[src/core/fsps_params.svh]
// Offsets, field positions, reset values and timing counts of the sequencer
`ifndef FSPS_PARAMS_SVH
`define FSPS_PARAMS_SVH
`define FSPS_CTRL_ADDR 8'h00
`define FSPS_ADDR_ADDR 8'h04
`define FSPS_DATA_ADDR 8'h08
`define FSPS_STAT_ADDR 8'h0C
`define FSPS_LPM_ADDR 8'h10
`define FSPS_RDATA_ADDR 8'h14
`define FSPS_FUSE_ADDR 8'h18
`define FSPS_CTRL_RESET 5'h00
`define FSPS_CMD_LOAD 5'h01
`define FSPS_CMD_ERASE 5'h03
`define FSPS_CMD_WRITE 5'h05
`define FSPS_CMD_READFL 5'h09
`define FSPS_CMD_CLEAR 5'h11
`define FSPS_SPM_WINDOW 3'h4
`define FSPS_LPM_WINDOW 3'h3
`define FSPS_PROG_MIN_NS 3700000
`define FSPS_PROG_MAX_NS 4500000
`define FSPS_CLK_NS 25
`define FSPS_PROG_CYCLES ((`FSPS_PROG_MIN_NS + `FSPS_CLK_NS - 1) / `FSPS_CLK_NS)
`define FSPS_ZPTR_LOCK 16'h0001
`define FSPS_ZPTR_FLOW 16'h0000
`define FSPS_ZPTR_FHIGH 16'h0003
`define FSPS_FUSE_BIT 0
`endif

[src/core/fsps_pkg.sv]
// Types shared by the flash self-programming sequencer
package fsps_pkg;
  typedef enum logic [2:0] {
    st_idle, st_armed, st_read_arm, st_erase, st_write
  } fsps_state_e;
  typedef struct packed {
    logic [1:0] resp;
    logic [31:0] data;
  } fsps_rd_s;
endpackage : fsps_pkg

[src/core/fsps_buffer.sv]
// Temporary page buffer with per-word valid bits and registered read data
`timescale 1ns/10ps
`default_nettype none
module fsps_buffer #(
  parameter int WORDS = 16
) (
  input wire logic aclk,
  input wire logic clear,
  input wire logic wr_en,
  input wire logic [$clog2(WORDS)-1:0] wr_idx,
  input wire logic [15:0] wr_data,
  input wire logic [$clog2(WORDS)-1:0] rd_idx,
  output logic [15:0] rd_data,
  output logic [WORDS-1:0] loaded
);
  logic [15:0] mem [WORDS];
  initial begin
    if (WORDS < 2) begin
      $error("fsps_buffer needs at least two words");
    end
  end
  always_ff @(posedge aclk) begin
    if (wr_en) begin
      mem[wr_idx] <= wr_data;
    end
    rd_data <= loaded[rd_idx] ? mem[rd_idx] : 16'hFFFF;
  end
  always_ff @(posedge aclk) begin
    if (clear) begin
      loaded <= '0;
    end else if (wr_en) begin
      loaded[wr_idx] <= 1'b1;
    end
  end
endmodule : fsps_buffer
`default_nettype wire

[src/core/fsps_sequencer.sv]
// Flash self-programming sequencer with an AXI4-Lite register slave
`timescale 1ns/10ps
`default_nettype none
`include "fsps_params.svh"
module fsps_sequencer #(
  parameter int WORD_BITS = 4,
  parameter int PAGE_BITS = 5,
  parameter int PROG_CYCLES = `FSPS_PROG_CYCLES
) (
  input wire logic aclk,
  input wire logic aresetn,
  input wire logic [7:0] s_axi_awaddr,
  input wire logic s_axi_awvalid,
  output logic s_axi_awready,
  input wire logic [31:0] s_axi_wdata,
  input wire logic [3:0] s_axi_wstrb,
  input wire logic s_axi_wvalid,
  output logic s_axi_wready,
  output logic [1:0] s_axi_bresp,
  output logic s_axi_bvalid,
  input wire logic s_axi_bready,
  input wire logic [7:0] s_axi_araddr,
  input wire logic s_axi_arvalid,
  output logic s_axi_arready,
  output logic [31:0] s_axi_rdata,
  output logic [1:0] s_axi_rresp,
  output logic s_axi_rvalid,
  input wire logic s_axi_rready,
  input wire logic eeprom_busy,
  output logic core_halt,
  output logic flash_we,
  output logic flash_erase,
  output logic [PAGE_BITS-1:0] flash_page,
  output logic [15:0] flash_wdata,
  output logic [WORD_BITS-1:0] flash_word
);
  localparam int WORDS = 1 << WORD_BITS;
  initial begin
    if (WORD_BITS + PAGE_BITS + 1 > 16 || PROG_CYCLES < 2) begin
      $error("fsps_sequencer parameters out of range");
    end
  end

  fsps_pkg::fsps_state_e state;
  logic [4:0] ctrl;
  logic [15:0] zptr;
  logic [15:0] data_pair;
  logic [7:0] lock_bits, fuse_low, fuse_high;
  logic [2:0] win_cnt;
  logic [22:0] prog_cnt;
  logic [WORD_BITS-1:0] wr_ptr;
  logic [7:0] lpm_data;
  logic loading;
  logic aw_held, w_held;
  logic [7:0] aw_addr_q;
  logic [31:0] w_data_q;
  logic [3:0] w_strb_q;

  // Write channel capture in either order
  wire aw_take = s_axi_awvalid && s_axi_awready;
  wire w_take = s_axi_wvalid && s_axi_wready;
  wire have_aw = aw_held || aw_take;
  wire have_w = w_held || w_take;
  wire [7:0] wr_addr = aw_held ? aw_addr_q : s_axi_awaddr;
  wire [31:0] wr_data = w_held ? w_data_q : s_axi_wdata;
  wire [3:0] wr_strb = w_held ? w_strb_q : s_axi_wstrb;
  wire wr_fire = have_aw && have_w && !s_axi_bvalid;
  wire wr_ok = wr_addr == `FSPS_CTRL_ADDR || wr_addr == `FSPS_ADDR_ADDR ||
    wr_addr == `FSPS_DATA_ADDR || wr_addr == `FSPS_LPM_ADDR ||
    wr_addr == `FSPS_FUSE_ADDR;
  wire ctrl_wr = wr_fire && wr_addr == `FSPS_CTRL_ADDR && wr_strb[0];
  wire zptr_wr = wr_fire && wr_addr == `FSPS_ADDR_ADDR;
  wire data_wr = wr_fire && wr_addr == `FSPS_DATA_ADDR;
  wire fuse_wr = wr_fire && wr_addr == `FSPS_FUSE_ADDR;
  // Store-program issue is a write to the store strobe, load-program a write to the LPM offset
  wire spm_issue = wr_fire && wr_addr == `FSPS_STAT_ADDR && wr_strb[0];
  wire lpm_issue = wr_fire && wr_addr == `FSPS_LPM_ADDR && wr_strb[0];

  wire [4:0] pat = wr_data[4:0];
  wire pat_ok = pat == `FSPS_CMD_LOAD || pat == `FSPS_CMD_ERASE ||
    pat == `FSPS_CMD_WRITE || pat == `FSPS_CMD_READFL ||
    pat == `FSPS_CMD_CLEAR;
  // EEPROM blocks programming and fuse reads
  wire ctrl_accept = ctrl_wr && pat_ok && !eeprom_busy &&
    (state == fsps_pkg::st_idle || state == fsps_pkg::st_armed ||
     state == fsps_pkg::st_read_arm);
  // Fuse must be programmed to zero
  wire selfprog_ok = !fuse_high[`FSPS_FUSE_BIT];
  // Only an armed window makes a store act
  wire spm_act = spm_issue && state == fsps_pkg::st_armed && selfprog_ok &&
    !eeprom_busy;
  wire do_load = spm_act && ctrl == `FSPS_CMD_LOAD;
  wire do_erase = spm_act && ctrl == `FSPS_CMD_ERASE;
  wire do_write = spm_act && ctrl == `FSPS_CMD_WRITE;
  // Pointer split: byte bit, word field, page field
  wire [WORD_BITS-1:0] z_word = zptr[WORD_BITS:1];
  wire [PAGE_BITS-1:0] z_page = zptr[WORD_BITS+PAGE_BITS:WORD_BITS+1];
  wire buf_clear = !aresetn || (ctrl_accept && pat == `FSPS_CMD_CLEAR) ||
    (state == fsps_pkg::st_write && prog_cnt == 23'h0) ||
    (loading && eeprom_busy);
  wire busy = state == fsps_pkg::st_erase || state == fsps_pkg::st_write;
  wire win_last = win_cnt == 3'h1;
  wire [15:0] buf_rdata;
  wire [WORDS-1:0] buf_loaded;

  // Any order, word field picks slot
  fsps_buffer #(
    .WORDS(WORDS)
  ) u_buf (
    .aclk(aclk),
    .clear(buf_clear),
    .wr_en(do_load),
    .wr_idx(z_word),
    .wr_data(data_pair),
    .rd_idx(wr_ptr),
    .rd_data(buf_rdata),
    .loaded(buf_loaded)
  );

  // Load-program read, byte select from pointer bit 0
  wire [7:0] flash_byte = zptr[0] ? buf_rdata[15:8] : buf_rdata[7:0];
  // Fuse and lock selection by pointer
  wire [7:0] fl_byte = zptr == `FSPS_ZPTR_LOCK ? lock_bits :
    zptr == `FSPS_ZPTR_FLOW ? fuse_low :
    zptr == `FSPS_ZPTR_FHIGH ? fuse_high : 8'h00;
  wire [7:0] next_lpm = (state == fsps_pkg::st_read_arm && !eeprom_busy) ?
    fl_byte : flash_byte;

  always_ff @(posedge aclk) begin
    if (!aresetn) begin
      aw_held <= 1'b0;
      w_held <= 1'b0;
      aw_addr_q <= 8'h00;
      w_data_q <= 32'h0;
      w_strb_q <= 4'h0;
    end else begin
      aw_held <= have_aw && !wr_fire;
      w_held <= have_w && !wr_fire;
      if (aw_take) aw_addr_q <= s_axi_awaddr;
      if (w_take) begin
        w_data_q <= s_axi_wdata;
        w_strb_q <= s_axi_wstrb;
      end
    end
  end

  always_ff @(posedge aclk) begin
    if (!aresetn) begin
      s_axi_awready <= 1'b0;
      s_axi_wready <= 1'b0;
      s_axi_bvalid <= 1'b0;
      s_axi_bresp <= 2'h0;
    end else begin
      s_axi_awready <= !have_aw && !s_axi_bvalid && !s_axi_awready;
      s_axi_wready <= !have_w && !s_axi_bvalid && !s_axi_wready;
      if (wr_fire) begin
        s_axi_bvalid <= 1'b1;
        s_axi_bresp <= (wr_ok || spm_issue) ? 2'h0 : 2'h2;
      end else if (s_axi_bready) begin
        s_axi_bvalid <= 1'b0;
      end
    end
  end

  always_ff @(posedge aclk) begin
    if (!aresetn) begin
      zptr <= 16'h0;
      data_pair <= 16'h0;
      lock_bits <= 8'hFF;
      fuse_low <= 8'hFF;
      fuse_high <= 8'hFF;
      lpm_data <= 8'h00;
    end else begin
      if (zptr_wr) zptr <= wr_data[15:0];
      if (data_wr) data_pair <= wr_data[15:0];
      if (fuse_wr) begin
        fuse_low <= wr_data[7:0];
        fuse_high <= wr_data[15:8];
        lock_bits <= wr_data[23:16];
      end
      if (lpm_issue) lpm_data <= next_lpm;
    end
  end

  always_ff @(posedge aclk) begin
    if (!aresetn) begin
      state <= fsps_pkg::st_idle;
      ctrl <= `FSPS_CTRL_RESET;
      win_cnt <= 3'h0;
      prog_cnt <= 23'h0;
      loading <= 1'b0;
    end else begin
      unique case (state)
        fsps_pkg::st_idle, fsps_pkg::st_armed, fsps_pkg::st_read_arm: begin
          if (do_erase) begin
            state <= fsps_pkg::st_erase;
            prog_cnt <= 23'(PROG_CYCLES - 1);
          end else if (do_write) begin
            state <= fsps_pkg::st_write;
            prog_cnt <= 23'(PROG_CYCLES - 1);
          end else if (ctrl_accept && pat == `FSPS_CMD_READFL) begin
            state <= fsps_pkg::st_read_arm;
            ctrl <= pat;
            win_cnt <= `FSPS_LPM_WINDOW;
          end else if (ctrl_accept && pat != `FSPS_CMD_CLEAR) begin
            state <= fsps_pkg::st_armed;
            ctrl <= pat;
            win_cnt <= `FSPS_SPM_WINDOW;
          end else if (spm_act || win_last ||
                       (state == fsps_pkg::st_read_arm && lpm_issue)) begin
            state <= fsps_pkg::st_idle;
            ctrl <= `FSPS_CTRL_RESET;
            win_cnt <= 3'h0;
          end else if (win_cnt != 3'h0) begin
            win_cnt <= win_cnt - 3'h1;
          end
          // Loading tracked until a page write or EEPROM busy
          if (do_load) loading <= 1'b1;
        end
        fsps_pkg::st_erase, fsps_pkg::st_write: begin
          if (prog_cnt == 23'h0) begin
            state <= fsps_pkg::st_idle;
            ctrl <= `FSPS_CTRL_RESET;
            if (state == fsps_pkg::st_write) loading <= 1'b0;
          end else begin
            prog_cnt <= prog_cnt - 23'h1;
          end
        end
      endcase
      if (loading && eeprom_busy) loading <= 1'b0;
    end
  end

  // Flash programming port, word pointer walks the buffer during a write
  always_ff @(posedge aclk) begin
    if (!aresetn) begin
      wr_ptr <= '0;
      flash_we <= 1'b0;
      flash_erase <= 1'b0;
      flash_page <= '0;
      flash_word <= '0;
      flash_wdata <= 16'h0;
      core_halt <= 1'b0;
    end else begin
      core_halt <= busy ? prog_cnt != 23'h0 : (do_erase || do_write);
      // Page taken from page field only
      if (do_erase || do_write) flash_page <= z_page;
      flash_erase <= do_erase;
      if (state == fsps_pkg::st_write && prog_cnt <= 23'(WORDS + 1) &&
          prog_cnt != 23'h0) begin
        wr_ptr <= wr_ptr + 1'b1;
        flash_we <= prog_cnt <= 23'(WORDS) && buf_loaded[flash_word + 1'b1];
        flash_word <= wr_ptr - 1'b1;
        flash_wdata <= buf_rdata;
      end else begin
        wr_ptr <= '0;
        flash_we <= 1'b0;
      end
    end
  end

  // Read channel
  wire [31:0] rd_word =
    s_axi_araddr == `FSPS_CTRL_ADDR ?
      {27'h0, ctrl & {5{state != fsps_pkg::st_idle}}} :
    s_axi_araddr == `FSPS_ADDR_ADDR ? {16'h0, zptr} :
    s_axi_araddr == `FSPS_DATA_ADDR ? {16'h0, data_pair} :
    s_axi_araddr == `FSPS_STAT_ADDR ?
      {24'h0, 4'h0, loading, busy, eeprom_busy, selfprog_ok} :
    s_axi_araddr == `FSPS_RDATA_ADDR ? {24'h0, lpm_data} :
    s_axi_araddr == `FSPS_FUSE_ADDR ? {8'h0, lock_bits, fuse_high, fuse_low} :
    32'h0;
  wire rd_ok = s_axi_araddr <= `FSPS_FUSE_ADDR && s_axi_araddr[1:0] == 2'h0 &&
    s_axi_araddr != `FSPS_LPM_ADDR;
  fsps_pkg::fsps_rd_s next_rd;
  assign next_rd = '{resp: rd_ok ? 2'h0 : 2'h2, data: rd_word};

  always_ff @(posedge aclk) begin
    if (!aresetn) begin
      s_axi_arready <= 1'b0;
      s_axi_rvalid <= 1'b0;
      s_axi_rdata <= 32'h0;
      s_axi_rresp <= 2'h0;
    end else begin
      s_axi_arready <= !s_axi_rvalid && !s_axi_arready && s_axi_arvalid;
      if (s_axi_arvalid && s_axi_arready) begin
        s_axi_rvalid <= 1'b1;
        s_axi_rdata <= next_rd.data;
        s_axi_rresp <= next_rd.resp;
      end else if (s_axi_rready) begin
        s_axi_rvalid <= 1'b0;
      end
    end
  end

  int unsigned halt_cnt;
  always_ff @(posedge aclk) begin
    if (!aresetn || !core_halt) halt_cnt <= 0;
    else halt_cnt <= halt_cnt + 1;
  end
endmodule : fsps_sequencer
`default_nettype wire
[config.mk]
export PLATFORM = sky130hd
export DESIGN_NAME = fsps_sequencer
export DESIGN_NICKNAME = d
export VERILOG_FILES = /design/src/core/fsps_pkg.sv /design/src/core/fsps_buffer.sv /design/src/core/fsps_sequencer.sv
export VERILOG_INCLUDE_DIRS = /design/src /design/src/core
export SDC_FILE = /design/constraint.sdc
export NUM_CORES = 1
export LEC_CHECK = 0
export BUFFER_PORTS_ARGS = -buffer_cell sky130_fd_sc_hd__buf_2
export CELL_PAD_IN_SITES_DETAIL_PLACEMENT = 1
export CELL_PAD_IN_SITES_GLOBAL_PLACEMENT = 1
export CORE_MARGIN = 5
export CORE_UTILIZATION = 47
export CTS_BUF_LIST = sky130_fd_sc_hd__clkbuf_4 sky130_fd_sc_hd__clkbuf_8
export DETAILED_ROUTE_END_ITERATION = 16
export GPL_TIMING_DRIVEN = 0
export PLACE_DENSITY = 0.87
export SLEW_MARGIN = 20
export SYNTH_ARGS = -nofsm -noshare
export SYNTH_HDL_FRONTEND = slang
export SYNTH_SLANG_ARGS = --single-unit
export TNS_END_PERCENT = 50
[constraint.sdc]
create_clock -name aclk -period 3.19 [get_ports aclk]
set_input_delay 0.638 -clock aclk [delete_from_list [all_inputs] [get_ports aclk]]
set_output_delay 0.638 -clock aclk [all_outputs]
set_load 0.02 [all_outputs]
==> impl_metrics.tcl, run 1 <==
set metrics [dict create \
    yosys-top-cells-count "256 x edfxtp_1, 229 x dfxtp_1, 156 x nor2_1" \
    fin_crit_sh 0.995 \
    first_global_vias 16000 \
    finalSetupViolCount 0 \
    timing.setup.tns_ns 0 \
    cts_tree "yes" \
    use_met2 0.476 \
    synth_xor_area_frac 0.0116 \
    endpoint_kind "flop" \
    synthCells 1533 \
    clock-sinks 485 \
    antenna_found_initial 1 \
    register_area_um2 12300 \
    min_path_type "in -> reg" \
    clkTransAtPathRegs_ns 0.06 \
    dieWidth_um 215 \
    fmaxAchievable_mhz 315 \
    crit_type "reg -> reg" \
    grt_use_met3 0.0740 \
    ant_nets 0 \
    clk_path_buf_depth 3 \
    synth_top_area_share 0.390 \
    vias 15100 \
    drt_iter0_drc 2099 \
    total_power_mw 12.9 \
    path_max_fanout 12 \
    grt_setup_unrepaired "true" \
    die_area_um2 46100 \
    overflow 0 \
    dp.cells 2186 \
    p_per_area_nw_per_um2 555 \
    clock_latency_ns 0.67 \
    status "finished, final reports clean" \
    viasPerCell 6.38 \
    start_util 0.473 \
    hold_viol 0 \
    yosys_warnings 0 \
    die_height_um 215 \
    drt_first_pass_iters 6 \
    dp.final_hpwl_um 42500 \
    grt_pass1_wl_um 101000 \
    nNetsFinal 1833 \
    fin_hold_ws_ns 0.253 \
    worstPathRequired_ns 3.52 \
    synth_cell_types 74 \
    placed_cell_area_um2 21000 \
    fillers 4258 \
    synth-seq-area-share 0.623 \
    slew_headroom 0.221 \
    wl_um 67800 \
    synth_top_cell_by_area "edfxtp_1" \
    place_congestion 0.927 \
    synth-seq-cells 485 \
    syn_avg_cell_area_um2 12.8 \
    design_area_um2 23200 \
    worst_pin_slew_ns 1.17 \
    wl_per_cell_um 28.6 \
    grt.busiest_layer "met2" \
    cts_root_buf "clkbuf_8" \
    track_usage 0.288 \
    timing.max_cap.violations 0 \
    numPortBuffers 105 \
    synthSimpleGateAreaFrac 0.110 \
    row_count 75 \
    drcViolationCount 0 \
    io_pins 129 \
    netlist_area_um2 19700 \
    critPathLaunchType "flop" \
    async_reset_ff_frac 0 \
    core_um2 41700 \
    yosysMostFrequentCell "edfxtp_1" \
    synth_top_family_by_area "multiplexers" \
    finalCriticalPeriod_ns 3.17 \
    ir_drop_mv 0.299 \
    synth_edf_count 256 \
    diodes 0 \
    synth-compound-area-share 0.0958 \
    cts_made_buffers 79 \
    cp.arrival_ns 3.51 \
    htree_levels 3 \
    layout.cells.non_filler 2369 \
    leakage_nw 8.63 \
    synth_flop_cell "edfxtp_1" \
    multi_input_area_um2 7100 \
    synth_area_leaders "edfxtp_1 39%, dfxtp_1 23%, mux4_2 8.8%" \
    grt_max_degree 19 \
    finalMaxSlewViolations 0 \
    synthMuxAreaShare 0.128 \
    layout-drive-gt1-share 0.233 \
    synth_adder_area_share 0.00559 \
    syn_to_final_growth_pct 18.0 \
    clock_skew_ns 0.0578 \
    grtUsageMet1 0.346 \
]
[cells in the final DEF (no fill, tap or decap), types with 29 or more instances in the layout]
cell type / Yosys / routed
clkbuf_8: 0 / 89
buf_2: 7 / 113
nor2_1: 156 / 140
edfxtp_1: 256 / 256
nor3_1: 30 / 29
buf_4: 12 / 30
o21ai_0: 30 / 30
nand2b_1: 29 / 29
mux4_2: 77 / 77
a211oi_1: 34 / 33
dfxtp_1: 229 / 229
mux2i_1: 72 / 72
clkbuf_4: 0 / 33
nand3_1: 40 / 40
a21oi_1: 93 / 93
nand2_1: 132 / 132
clkbuf_1: 69 / 68
[path summary, 6_finish.rpt]
kind,to,slack (ns),depth (start not counted),start
max,u_buf.mem[14][10]$_DFFE_PP_,0.02,8,aw_held$_SDFF_PN0_
max reg2reg,u_buf.mem[14][10]$_DFFE_PP_,0.02,8,aw_held$_SDFF_PN0_
min,w_data_q[11]$_SDFFE_PN0P_,0.25,3,s_axi_wdata[11]
min reg2reg,w_data_q[16]$_SDFFE_PN0P_,0.45,2,w_data_q[16]$_SDFFE_PN0P_
[layout make-up]
cell class / count / area share
clock inverters: 24 / 0.00727
repair buffers: 142 / 0.0444
inverters: 16 / 0.00258
plain buffers: 103 / 0.0198
multi-input cells: 938 / 0.305
well taps: 539 / 0.0290
clock buffers: 122 / 0.0634
flip-flops and latches: 485 / 0.528
[worst max-delay path, stage by stage, from the launching register on]
cell and delay, ns:
dfxtp_1 0.35, buf_4 0.19, mux2i_1 0.42, o221a_2 0.36
nand4_1 0.24, nor3_4 0.36, nand3_1 0.42, nor2_4 0.31
buf_12 0.20
[report_power, final]
part	internal [mW]	switching (mW)
Combinational	0.192	0.405
Clock	3.11	2.59
Sequential	6.56	0.0446
Total	9.87	3.04
[routing by layer]
metal / wire length (µm) / vias up
met2: 32700 / 1006
met5: 16 / -
met3: 6670 / 308
met1: 24500 / 7573
li1: - / 6235
met4: 3970 / 2
[cells by family (layout without fill, tap and decap cells)]
kind of cell,count (synthesis),in the layout
AO/OA/AOI/OAI,279,279
adder cells (fa/ha/maj),9,9
other,1,10
flip-flops,485,485
multiplexers,154,154
AND/OR/NAND/NOR,460,460
buffers and inverters,119,407
XOR/XNOR,26,26
[registers in the layout (all words and copies together), names as in the netlist, 3 cells and up]
signal         flops
fuse_low           8
u_buf.mem        256
u_buf.rd_data     16
lock_bits          8
wr_ptr             4
lpm_data           8
u_buf.loaded      16
win_cnt            3
flash_word         4
aw_addr_q          8
flash_page         5
flash_wdata       16
fuse_high          8
state              3
w_data_q          24
s_axi_rdata       24
zptr              16
prog_cnt          23
data_pair         16
ctrl               5
[repair_timing]
action                     CTS  global route
buffers inserted            35             1
setup endpoints to repair  276           213
pin swaps                   17             1
hold buffers                 0             0
gates resized for setup      5             4
[through the flow]
step	setup slack, ns	util
after CTS	0.00910	0.557
after detailed placement	-1.22	0.505
after floorplan	-0.137	-
after global placement	-1.71	0.502
final	0.0150	0.558
after global routing	-0.0160	0.558
No activity file was read; power rests on OpenSTA's default activity.
==> inputs of run 2 (changes only) <==
--- a/config.mk
+++ b/config.mk
@@ -15,6 +15,7 @@
 export DETAILED_ROUTE_END_ITERATION = 16
 export GPL_TIMING_DRIVEN = 0
 export PLACE_DENSITY = 0.87
+export REMOVE_ABC_BUFFERS = 1
 export SLEW_MARGIN = 20
 export SYNTH_ARGS = -nofsm -noshare
 export SYNTH_HDL_FRONTEND = slang
==> run 2 against run 1 <==
  * The run now ends with setup timing left
  * Via count increased by 1.0%
  * Critical path type unchanged
  * Final cell count decreased by 3.5%
  * Maximum frequency decreased by 2.7%
  * Flip-flop and latch count unchanged
  * Largest power group unchanged
  * Largest cell class unchanged
  * First-iteration DRC count decreased by 2.9%
  * Design area decreased by 0.11%
  * Global-route usage increased by 1.3 points
  * Core utilization decreased by 0.060 points
  * Routed wire length increased by 5.9%
==> impl_metrics.tcl, run 2 (synthesis gave the netlist of run 1 again) <==
set metrics [dict create \
    status "complete, but fails checks" \
    violations "setup timing" \
    ant_nets 0 \
    place_ws_ns -1.12 \
    wl_per_cell_um 31.4 \
    largest_register_ffs 256 \
    clock-sinks 485 \
    mostFrequentLayoutCell "edfxtp_1" \
    seq_power_share 0.497 \
    overflow 0 \
    nNetsFinal 1741 \
    leakage_nw 8.59 \
    die_area_um2 46100 \
    fmaxAchievable_mhz 306 \
    place_congestion 0.834 \
    drt_first_pass_iters 6 \
    numPortBuffers 107 \
    clock_latency_ns 0.69 \
    die_height_um 215 \
    cts_root_buf "clkbuf_8" \
    cts-hold-fix-buffers 0 \
    io_pins 129 \
    finalSetupViolCount 68 \
    drcViolationCount 0 \
    clk_path_buf_depth 3 \
    final_cell_mix "256 x edfxtp_1, 224 x dfxtp_1, 138 x nor2_1, 129 x nand2_1, 106 x buf_2" \
    timing.max_cap.violations 0 \
    grt_pass1_wl_um 106000 \
    first_global_vias 16200 \
    power_frac_clock 0.461 \
    wl_um 71800 \
    ir_drop_mv 0.383 \
    drt_iter0_drc 2039 \
    htree_levels 3 \
    reg_top3 "u_buf.mem (256), s_axi_rdata (24), w_data_q (24)" \
    clkTransAtPathRegs_ns 0.07 \
    crit_type "reg -> reg" \
    endpoint_kind "flop" \
    fin_crit_sh 1.02 \
    finalMaxSlewViolations 0 \
    p_sw_mw 3.30 \
    track_usage 0.300 \
    core_um2 41700 \
    layout-drive-gt1-share 0.254 \
    internal_power_mw 10.0 \
    cts_tree "yes" \
    p_per_area_nw_per_um2 574 \
    hold_viol 0 \
    cts_made_buffers 81 \
    vias 15300 \
    worst_pin_slew_ns 1.09 \
    finalCriticalPeriod_ns 3.26 \
    grt_max_degree 98 \
    row_count 75 \
    slew_headroom 0.268 \
    fin_ws_ns -0.0731 \
    start_util 0.473 \
    worstPathRequired_ns 3.54 \
    clock_skew_ns 0.0609 \
    path_max_fanout 13 \
    p_sw_frac 0.248 \
    dp.final_hpwl_um 37700 \
    total_power_mw 13.3 \
    pwr-share-comb 0.042 \
    syn_to_final_growth_pct 17.9 \
    largest-register "u_buf.mem" \
    antenna_found_initial 3 \
    timing.setup.tns_ns -2.18 \
    viasPerCell 6.69 \
    critPathLaunchType "flop" \
    fillers 4178 \
    cp.arrival_ns 3.61 \
    dieWidth_um 215 \
    min_path_type "in -> reg" \
]
run 2: cell types whose count changed in the layout (fill, tap and decap cells not counted), moves of 4 or more:
| cell | delta |
|---|---|
| diode_2 | +4 |
| buf_2 | -7 |
| clkbuf_1 | -68 |
| clkbuf_8 | +9 |
| buf_1 | -11 |
| buf_16 | +4 |
| buf_12 | +4 |
| buf_4 | -15 |
| clkinv_1 | -4 |
| dfxtp_1 | -5 |
run 2: critical path, stage by stage, from the launching register on:
cell      delay (ns)
dfxtp_1         0.62
nor4b_2         0.46
o221a_2         0.36
nand4_1         0.24
nor3_4          0.44
nand3b_1        0.25
buf_4           0.22
nor2_4          0.17
buf_16          0.19
run 2: layout make-up:
cell class,instances,area [µm²],share of cell area
Antenna cell,4,10.0,0.000431
Clock buffer,130,1590,0.0685
Clock inverter,22,179,0.00771
Inverter,16,65.1,0.00280
Multi-Input combinational cell,938,7160,0.309
Sequential cell,485,12300,0.529
Tap cell,539,674,0.0291
Timing Repair Buffer,151,1250,0.0539
run 2: stage by stage:
step	hold WS (ns)	util	instances	instance area, µm²
after floorplan	0.430	-	1439	19300
after global placement	0.431	0.491	2085	20500
after detailed placement	0.447	0.502	2100	20900
after CTS	0.213	0.555	2277	23100
after global routing	0.224	0.557	2284	23200
final	0.214	0.557	2285	23200
run 2: per-layer routing:
layer	track usage	vias to the layer above	share of wire	wire length, µm
li1	-	6062	-	-
met4	0.181	0	0.079	5700
met1	0.353	7634	0.35	25000
met5	0	-	0	0
met3	0.0712	399	0.092	6580
met2	0.503	1184	0.48	34500
run 2: path summary, 6_finish.rpt:
kind                            slack (ns)                          from                      endpoint  cells past startpoint
worst max register to register       -0.07            aw_held$_SDFF_PN0_     u_buf.mem[4][7]$_DFFE_PP_                      8
worst min-delay path                  0.21               s_axi_wdata[21]     w_data_q[21]$_SDFFE_PN0P_                      3
worst max-delay path                 -0.07            aw_held$_SDFF_PN0_     u_buf.mem[4][7]$_DFFE_PP_                      8
worst min register to register        0.46  s_axi_rdata[21]$_SDFFE_PN0P_  s_axi_rdata[21]$_SDFFE_PN0P_                      2
run 2: power by group through the flow:
stage,Clock (mW),Combinational (mW),Sequential (mW)
floorplan,0,0.294,6.76
global placement,0,0.464,6.75
detailed placement,0,0.510,6.74
CTS,6.04,0.530,6.61
global route,6.48,0.596,6.62
finish,6.15,0.558,6.62
run 2: timing repair:
action	CTS	global route
setup buffers	25	4
gates cloned	0	0
resized for setup	8	6
pin swaps	15	4
endpoints found under the setup margin	306	295
